### src/verilog/tmf_regs.vh
// Register offsets, field positions and reset values of the transmit MAC bank
`ifndef TMF_REGS_VH
`define TMF_REGS_VH

// Word indices; byte address is four times the index
`define TMF_IDX_REVISION     12'h400
`define TMF_IDX_SCRATCH      12'h401
`define TMF_IDX_IDENT_FIRST  12'h402
`define TMF_IDX_IDENT_MIDDLE 12'h403
`define TMF_IDX_IDENT_LAST   12'h404
`define TMF_IDX_FAULT_CTRL   12'h405
`define TMF_IDX_IDLE_REMOVE  12'h406
`define TMF_IDX_SIZE_LIMIT   12'h407
`define TMF_IDX_FAULT_FLAGS  12'h508
`define TMF_IDX_IRQ_STATUS   12'h510
`define TMF_IDX_IRQ_MASK     12'h511
`define TMF_IDX_OVS_LOW      12'h512
`define TMF_IDX_OVS_HIGH     12'h513

`define TMF_BIT_UNIDIR       1
`define TMF_BIT_FAULT_GEN    0
`define TMF_BIT_REMOTE       1
`define TMF_BIT_LOCAL        0

`define TMF_RST_SCRATCH      32'h00000000
`define TMF_RST_FAULT_CTRL   2'h1
`define TMF_RST_FAULT_FLAGS  2'h1
`define TMF_RST_IDLE_REMOVE  8'h14
`define TMF_RST_SIZE_LIMIT   16'h2580
`define TMF_RST_IRQ_MASK     3'h0

// Arbitrary neutral values standing in for identification codes
`define TMF_REVISION_CODE    32'h00010000
`define TMF_IDENT_FIRST      32'h54455354
`define TMF_IDENT_MIDDLE     32'h4D414354
`define TMF_IDENT_LAST       32'h58524547

`define TMF_RD_MISS          32'h00000000

`endif

### src/verilog/tmf_mac_regs.v
// Transmit MAC control, fault signalling and fault status register bank
`timescale 1ns/1ps
`include "tmf_regs.vh"

module tmf_mac_regs
#(
    parameter LINK_FAULT_EN = 1,
    parameter IDLE_DEFICIT  = 1,
    parameter TX_STATS      = 1
)
(
    input  wire        ref_clk,
    input  wire        resetn,
    input  wire [11:0] avs_address,
    input  wire        avs_read,
    input  wire        avs_write,
    input  wire [31:0] avs_writedata,
    input  wire [3:0]  avs_byteenable,
    output reg  [31:0] avs_readdata,
    output reg         avs_waitrequest,
    input  wire        rx_local_fault,
    input  wire        rx_remote_fault,
    input  wire        tx_frame_done,
    input  wire [15:0] tx_frame_len,
    output reg         local_fault_status,
    output reg         remote_fault_status,
    output reg         fault_gen_enable,
    output reg         unidir_enable,
    output reg  [7:0]  idle_column_removal_count,
    output reg  [15:0] tx_frame_size_limit,
    output reg         irq
);

// ==========================================================
// Input synchronisers
reg  [1:0]  loc_sync_q;
reg  [1:0]  rem_sync_q;

always @(posedge ref_clk)
begin
    if (!resetn)
    begin
        loc_sync_q <= 2'h3;
        rem_sync_q <= 2'h0;
    end
    else
    begin
        loc_sync_q <= {loc_sync_q[0], rx_local_fault};
        rem_sync_q <= {rem_sync_q[0], rx_remote_fault};
    end
end

// ==========================================================
// Register state
reg  [31:0] scratch_q;
reg  [1:0]  fault_ctrl_q;
reg  [7:0]  idle_rem_q;
reg  [15:0] size_limit_q;
reg  [1:0]  flags_q;
reg  [2:0]  irq_sts_q;
reg  [2:0]  irq_msk_q;
reg  [63:0] ovs_cnt_q;
reg         ovs_evt_q;
reg         bus_done_q;
reg  [1:0]  flags_prev_q;

wire        acc      = (avs_read || avs_write) && !bus_done_q;
// Commit on the edge where the master sees waitrequest low
wire        wr       = avs_write && !avs_waitrequest;
wire [31:0] be_mask  = {{8{avs_byteenable[3]}}, {8{avs_byteenable[2]}},
                        {8{avs_byteenable[1]}}, {8{avs_byteenable[0]}}};
wire [1:0]  flags_d  = {rem_sync_q[1], loc_sync_q[1]};
wire [1:0]  ctrl_wd  = (avs_writedata[1:0] & be_mask[1:0])
                     | (fault_ctrl_q & ~be_mask[1:0]);
wire [2:0]  irq_evt  = {ovs_evt_q, flags_prev_q ^ flags_q};

// ==========================================================
// Register writes
always @(posedge ref_clk)
begin
    if (!resetn)
    begin
        scratch_q    <= `TMF_RST_SCRATCH;
        fault_ctrl_q <= `TMF_RST_FAULT_CTRL;
        idle_rem_q   <= `TMF_RST_IDLE_REMOVE;
        size_limit_q <= `TMF_RST_SIZE_LIMIT;
        irq_msk_q    <= `TMF_RST_IRQ_MASK;
    end
    else if (wr)
    begin
        case (avs_address)
            `TMF_IDX_SCRATCH:
                scratch_q <= (avs_writedata & be_mask)
                           | (scratch_q & ~be_mask);
            `TMF_IDX_FAULT_CTRL:
                if (LINK_FAULT_EN != 0)
                    fault_ctrl_q <= ctrl_wd;
            `TMF_IDX_IDLE_REMOVE:
                if (IDLE_DEFICIT != 0 && avs_byteenable[0])
                    idle_rem_q <= avs_writedata[7:0];
            `TMF_IDX_SIZE_LIMIT:
            begin
                if (avs_byteenable[0])
                    size_limit_q[7:0] <= avs_writedata[7:0];
                if (avs_byteenable[1])
                    size_limit_q[15:8] <= avs_writedata[15:8];
            end
            `TMF_IDX_IRQ_MASK:
                if (avs_byteenable[0])
                    irq_msk_q <= avs_writedata[2:0];
            default:
                scratch_q <= scratch_q;
        endcase
    end
end

// ==========================================================
// Fault flags, oversize counter, interrupt status
always @(posedge ref_clk)
begin
    if (!resetn)
    begin
        flags_q      <= `TMF_RST_FAULT_FLAGS;
        flags_prev_q <= `TMF_RST_FAULT_FLAGS;
        ovs_cnt_q    <= 64'h0000000000000000;
        ovs_evt_q    <= 1'b0;
        irq_sts_q    <= 3'h0;
    end
    else
    begin
        flags_q      <= flags_d;
        flags_prev_q <= flags_q;
        ovs_evt_q    <= 1'b0;
        if (TX_STATS != 0 && tx_frame_done
            && tx_frame_len > size_limit_q)
        begin
            ovs_cnt_q <= ovs_cnt_q + 64'h0000000000000001;
            ovs_evt_q <= 1'b1;
        end
        // New events win over a clear in the same cycle
        if (wr && avs_address == `TMF_IDX_IRQ_STATUS && avs_byteenable[0])
            irq_sts_q <= (irq_sts_q & ~avs_writedata[2:0]) | irq_evt;
        else
            irq_sts_q <= irq_sts_q | irq_evt;
    end
end

// ==========================================================
// Read mux and handshake
reg  [31:0] rd_d;

always @*
begin
    rd_d = `TMF_RD_MISS;
    case (avs_address)
        `TMF_IDX_REVISION:     rd_d = `TMF_REVISION_CODE;
        `TMF_IDX_SCRATCH:      rd_d = scratch_q;
        `TMF_IDX_IDENT_FIRST:  rd_d = `TMF_IDENT_FIRST;
        `TMF_IDX_IDENT_MIDDLE: rd_d = `TMF_IDENT_MIDDLE;
        `TMF_IDX_IDENT_LAST:   rd_d = `TMF_IDENT_LAST;
        `TMF_IDX_FAULT_CTRL:
            if (LINK_FAULT_EN != 0)
                rd_d = {30'h00000000, fault_ctrl_q};
        `TMF_IDX_IDLE_REMOVE:
            if (IDLE_DEFICIT != 0)
                rd_d = {24'h000000, idle_rem_q};
        `TMF_IDX_SIZE_LIMIT:   rd_d = {16'h0000, size_limit_q};
        `TMF_IDX_FAULT_FLAGS:
            if (LINK_FAULT_EN != 0)
                rd_d = {30'h00000000, flags_q};
        `TMF_IDX_IRQ_STATUS:   rd_d = {29'h00000000, irq_sts_q};
        `TMF_IDX_IRQ_MASK:     rd_d = {29'h00000000, irq_msk_q};
        `TMF_IDX_OVS_LOW:
            if (TX_STATS != 0)
                rd_d = ovs_cnt_q[31:0];
        `TMF_IDX_OVS_HIGH:
            if (TX_STATS != 0)
                rd_d = ovs_cnt_q[63:32];
        default:               rd_d = `TMF_RD_MISS;
    endcase
end

// One wait cycle: request seen, answered on the next edge
always @(posedge ref_clk)
begin
    if (!resetn)
    begin
        bus_done_q      <= 1'b0;
        avs_waitrequest <= 1'b1;
        avs_readdata    <= 32'h00000000;
    end
    else
    begin
        bus_done_q      <= acc;
        avs_waitrequest <= !acc;
        if (acc && avs_read)
            avs_readdata <= rd_d;
    end
end

// ==========================================================
// Outputs
always @(posedge ref_clk)
begin
    if (!resetn)
    begin
        local_fault_status        <= 1'b1;
        remote_fault_status       <= 1'b0;
        fault_gen_enable          <= 1'b1;
        unidir_enable             <= 1'b0;
        idle_column_removal_count <= `TMF_RST_IDLE_REMOVE;
        tx_frame_size_limit       <= `TMF_RST_SIZE_LIMIT;
        irq                       <= 1'b0;
    end
    else
    begin
        // Live levels, not gated by the enable bits
        local_fault_status  <= flags_d[`TMF_BIT_LOCAL];
        remote_fault_status <= flags_d[`TMF_BIT_REMOTE];
        // Without the fault option the sequence generator is off once out of reset; reset drives it on
        fault_gen_enable <= (LINK_FAULT_EN != 0)
                          && fault_ctrl_q[`TMF_BIT_FAULT_GEN];
        unidir_enable    <= (LINK_FAULT_EN != 0)
                          && fault_ctrl_q[`TMF_BIT_UNIDIR];
        idle_column_removal_count <= idle_rem_q;
        tx_frame_size_limit       <= size_limit_q;
        irq <= |(irq_sts_q & irq_msk_q);
    end
end

endmodule

### config.mk
export PLATFORM = sky130hd
export DESIGN_NAME = tmf_mac_regs
export DESIGN_NICKNAME = d
export VERILOG_FILES = /design/src/verilog/tmf_mac_regs.v
export VERILOG_INCLUDE_DIRS = /design/src /design/src/verilog
export SDC_FILE = /design/constraint.sdc
export NUM_CORES = 1
export LEC_CHECK = 0
export BUFFER_PORTS_ARGS = -buffer_cell sky130_fd_sc_hd__buf_2
export CORE_AREA = 2 2 135 137
export DETAILED_ROUTE_END_ITERATION = 16
export DIE_AREA = 0 0 137 139
export GPL_ROUTABILITY_DRIVEN = 0
export PLACE_DENSITY = 0.82
export SLEW_MARGIN = 20
export SYNTH_ARGS = -nofsm -noshare
export SYNTH_HDL_FRONTEND = slang
export SYNTH_SLANG_ARGS = --single-unit
### constraint.sdc
create_clock -name ref_clk -period 2.5 [get_ports ref_clk]
set_input_delay 0.125 -clock ref_clk [delete_from_list [all_inputs] [get_ports ref_clk]]
set_output_delay 0.125 -clock ref_clk [all_outputs]
set_load 0.1 [all_outputs]
After elaboration in Yosys (flattened, before gate mapping):

Cells that the tools add are included.

* $add $sub $neg: 1
* bitwise gates (word level): 14
* equal/unequal tests: 13
* reduce and logical (&&, ||, !) cells: 17
* muxes and demuxes: 3
* order comparisons: 1

Operator list (number)
* case mux 32 bit (13 select lines): 1
* equality test 12 x 11 -> 1 bit, second input constant: 13
* adder 64 x 1 -> 64 bit, second input constant: 1
* bitwise AND 32 bit: 2
* inverter 32 bit: 1
* OR 32 bit: 1
* greater-than comparator 16 bit: 1
* AND reduction 3 bit: 4
* bitwise AND 3 bit: 2
* logical AND 1 bit: 6
* OR 3 bit: 2
* bitwise AND 2 bit: 2
* AND reduction 2 bit: 2
* logical NOT 1 bit: 3
* 2-to-1 mux 3 bit: 1
* inverter 3 bit: 1
* OR reduction 3 bit: 1
* inverter 2 bit: 1
* OR 2 bit: 1
* XOR 2 bit: 1
* logical OR 1 bit: 1
* 2-to-1 mux 1 bit: 1

* output and inout bits: 62
* register bits after elaboration: 200
* bits of input ports: 71
* logic and storage cells: 72

Longest topological paths before layout:

* depth in word-level cells: 5
* mapped depth: 11
* mapped depth without buffers: 8

Worst setup path after synthesis:

OpenSTA, ideal clock, no wires.

* path kind: reg2reg
* start point: register size_limit_q[15]
* end point: register ovs_cnt_q[33]
* data arrival time: 2.379 ns
* period minus slack after synthesis: 2.494 ns
* cell stages (with the launch flop): 12
* slack: 0.006 ns
* library setup time: 0.115 ns
* buffers on the path: 3
* cells stage by stage: dfxtp_1 inv_1 ha_1 nand4_1 nor2_1 a211oi_1 a31o_2 buf_2 buf_2 clkbuf_1 nor3b_1 o21a_1

* word-level cells in the longest chain between the ends: 2

RTL lines
* start, declared: RTL line tmf_mac_regs.v:58 `reg [15:0] size_limit_q;`
* start signal, assigned: RTL line tmf_mac_regs.v:86 `` size_limit_q <= `TMF_RST_SIZE_LIMIT; ``
* start signal, assigned: RTL line tmf_mac_regs.v:106 `size_limit_q[15:8] <= avs_writedata[15:8];`
* greater-than comparator 16 bit: RTL line tmf_mac_regs.v:135 `&& tx_frame_len > size_limit_q)`
* logical AND 1 bit: RTL line tmf_mac_regs.v:135
* end signal, assigned: RTL line tmf_mac_regs.v:137 `ovs_cnt_q <= ovs_cnt_q + 64'h0000000000000001;`
* end, declared: RTL line tmf_mac_regs.v:62 `reg [63:0] ovs_cnt_q;`

No other way between the ends.
A chain may end at the register's enable or synchronous reset.

Worst setup path after layout:

* start point: register size_limit_q[15]
* end point: register ovs_cnt_q[59]

Same word-level chain as after synthesis.

==> results_dict.tcl <==
set metrics [dict create \
    r2r-start "size_limit_q[15]" \
    final_cell_mix "dfxtp_1 (188), buf_2 (132), nor2_1 (95)" \
    syn_area_sq_mm 0.00901 \
    track_usage_pct 28.9 \
    highest_layer "met4" \
    r2r_setup_slack_ns -0.03 \
    layout_commonest_cell "dfxtp_1" \
    syn_nets 1114 \
    reg2regPathDepth 8 \
    cts_made_buffers 17 \
    grt_max_degree 99 \
    wl_met3_um 2840 \
    failed_checks "setup timing" \
    grt_pass1_wl_um 43600 \
    instances_no_fill 1461 \
    tightest_slew_ns 0.538 \
    p_int_w 0.00466 \
    ys_ff_latch 198 \
    die_y_um 139 \
    core-area_sq_mm 0.0177 \
    p_comb_share_pct 6.5 \
    max_cap_viol_count 0 \
    peakVddDrop_uv 452 \
    dp.cells 1390 \
    vias 9164 \
    p_seq_share_pct 51.1 \
    start_util_pct 51.0 \
    avgSynthCellArea_sq_um 8.78 \
    viasPerCell 6.27 \
    holdCritStartpoint "resetn" \
    dp.final_hpwl_um 19300 \
    synthDistinctLibCells 67 \
    core.rowCount 49 \
    power.switching_w 0.00156 \
    synth_top_cell_by_area "dfxtp_1" \
    timing.rr.end "ovs_cnt_q[59]" \
    yosys_warnings 0 \
    fin_worst_skew_ns 0.0133 \
    fmax_mhz 395 \
    switching_share_pct 25.1 \
    drt-pass1-iter-count 6 \
    cts_root_buf "clkbuf_16" \
    gr-total-overflow 0 \
    drt_iter0_drc 1374 \
    drcViolationCount 0 \
    cp.required_ns 2.87 \
    postSynth.asyncResetShare_pct 0 \
    first_global_vias 8541 \
    clockPowerShare_pct 42.4 \
    cts_tree "built" \
    n_fill_cell 1329 \
    htreeDepth 4 \
    ys.flop_type "dfxtp_1" \
    fin_crit_ns 2.53 \
    synth_cells 1026 \
    wl_um 28600 \
    powerDensity_mw_per_mm2 549 \
    numPortBuffers 132 \
    setup_viol 11 \
    rsz0062_at_grt "yes" \
    layout_setup_ws_ns -0.0318 \
    post_drt_wl_per_cell_um 19.6 \
    critPathLaunchType "register" \
    fp.dieW_um 137 \
    seq_area_frac_synth_pct 44.0 \
    dr_wl_met2_um 13200 \
    synth.area.top_cells "dfxtp_1 (44%), mux2i_1 (6.8%), a21oi_1 (5.2%)" \
    clk_latency_ns 0.45 \
    crit_type "register to register" \
    wl_met1_um 11500 \
    hold_depth 2 \
    worstPathArrival_ns 2.90 \
    hold_path.class "primary input to register" \
    p_leak_nw 4.32 \
    nNetsFinal 1307 \
    grt_antenna_before_repair 0 \
    maxSlewHeadroom_pct 64.4 \
    syn_to_final_growth_pct 25.6 \
    hold_viol 0 \
    fin_crit_sh_pct 101 \
    drive_gt1_share_pct 23.1 \
    end_kind "register" \
    synth-edff-count 0 \
    die_area_sq_mm 0.0190 \
    hold_ws_ns 0.0262 \
    cts_sinks 198 \
    ant_nets 0 \
    hold-path-endpoint "loc_sync_q[0]" \
    diodes 0 \
    cts_buffer_depth 2 \
    num_io_pins 133 \
    run_status "finished with violations" \
    clk_pin_slew_ns 0.07 \
    critPathMaxFanout 34 \
    slew_viol_final 0 \
    synth_top_area_share_pct 44.0 \
]
repair_timing:
| item | in CTS | in global routing |
|---|---|---|
| hold buffers | 31 | 0 |
| setup endpoints to repair | 29 | 62 |
| gates cloned | 0 | 2 |
| pin swaps | 1 | 8 |
| endpoints found under the hold margin | 46 | 0 |
| buffers inserted | 1 | 5 |
| resized for setup | 1 | 33 |
worst max-delay path by stage:
stage / from / to / slack (ns) / cells past startpoint
6_report: size_limit_q[15] / ovs_cnt_q[59] / -0.03 / 8
5_1_grt: size_limit_q[7] / ovs_cnt_q[63] / -0.13 / 9
4_1_cts: size_limit_q[9] / ovs_cnt_q[49] / 0.004 / 9
3_5_place_dp: size_limit_q[13] / ovs_cnt_q[60] / -0.006 / 9
3_3_place_gp: size_limit_q[13] / ovs_cnt_q[45] / 0.08 / 9
2_1_floorplan: size_limit_q[15] / ovs_cnt_q[33] / 0.006 / 11
synth_stat cells, drive strengths merged, types with 7 or more instances:
library cell,n
a221oi,11
buf,19
nand2b,15
clkbuf,43
dfxtp,198
nor4,12
ha,17
a21oi,93
and2,18
or3,19
and3,19
o31ai,31
nor3,10
nand2,81
nand3,38
a222oi,17
o21ai,44
a21o,13
o21a,8
or4,32
mux2i,61
inv,35
nor2b,7
nor2,96
nand4,21
kinds of logic after synthesis:
logic type	after synthesis	synth area share, %
multiplexers	67	7.65
flip-flops	198	44.0
XOR/XNOR	5	0.486
AO/OA/AOI/OAI	259	19.0
buffers and inverters	98	4.30
AND/OR/NAND/NOR	382	22.2
adder cells (fa/ha/maj)	17	2.36
power groups by stage:
| stage | Clock, W | Sequential [W] | Combinational [W] |
|---|---|---|---|
| 2_1_floorplan | 0 | 0.00326 | 0.000157 |
| 3_3_place_gp | 0 | 0.00325 | 0.000322 |
| 3_5_place_dp | 0 | 0.00325 | 0.000327 |
| 4_1_cts | 0.00265 | 0.00317 | 0.000368 |
| 5_1_grt | 0.00277 | 0.00318 | 0.000425 |
| 6_report | 0.00264 | 0.00318 | 0.000403 |
final cells by class:
type	instances	area [sq um]	area share, %
Multi-Input combinational cell	731	4770	42.1
Sequential cell	198	3980	35.1
Timing Repair Buffer	235	1590	14.1
Clock buffer	19	443	3.91
Tap cell	229	287	2.53
Inverter	36	136	1.20
Clock inverter	13	115	1.02
worst max-delay path, cell delays in order (launching register included):
cell and delay (ns):
dfxtp_1 0.33, inv_1 0.06, ha_1 0.31, nand4_1 0.21
nand2b_2 0.34, a31o_4 0.33, buf_12 0.17, or4_1 0.50
a21oi_1 0.18
per-layer routing:
layer	GRT usage [%]	vias up
met1	37.5	4306
met4	12.3	0
met2	45.8	584
met5	0	-
li1	-	4174
met3	6.54	100
through the flow:
stage | total power, W | setup slack, ns | cell area [sq um] | setup TNS, ns | utilization, %
after detailed placement | 0.00357 | -0.00650 | 10300 | -0.00828 | 58.1
final | 0.00621 | -0.0318 | 11300 | -0.154 | 64.1
after global routing | 0.00637 | -0.134 | 11300 | -4.45 | 64.1
after floorplan | 0.00342 | 0.00647 | 9010 | 0 | -
after CTS | 0.00619 | 0.00380 | 11100 | 0 | 63.1
after global placement | 0.00357 | 0.0807 | 10300 | 0 | 58.1
(Power assumes the default switching activity.)
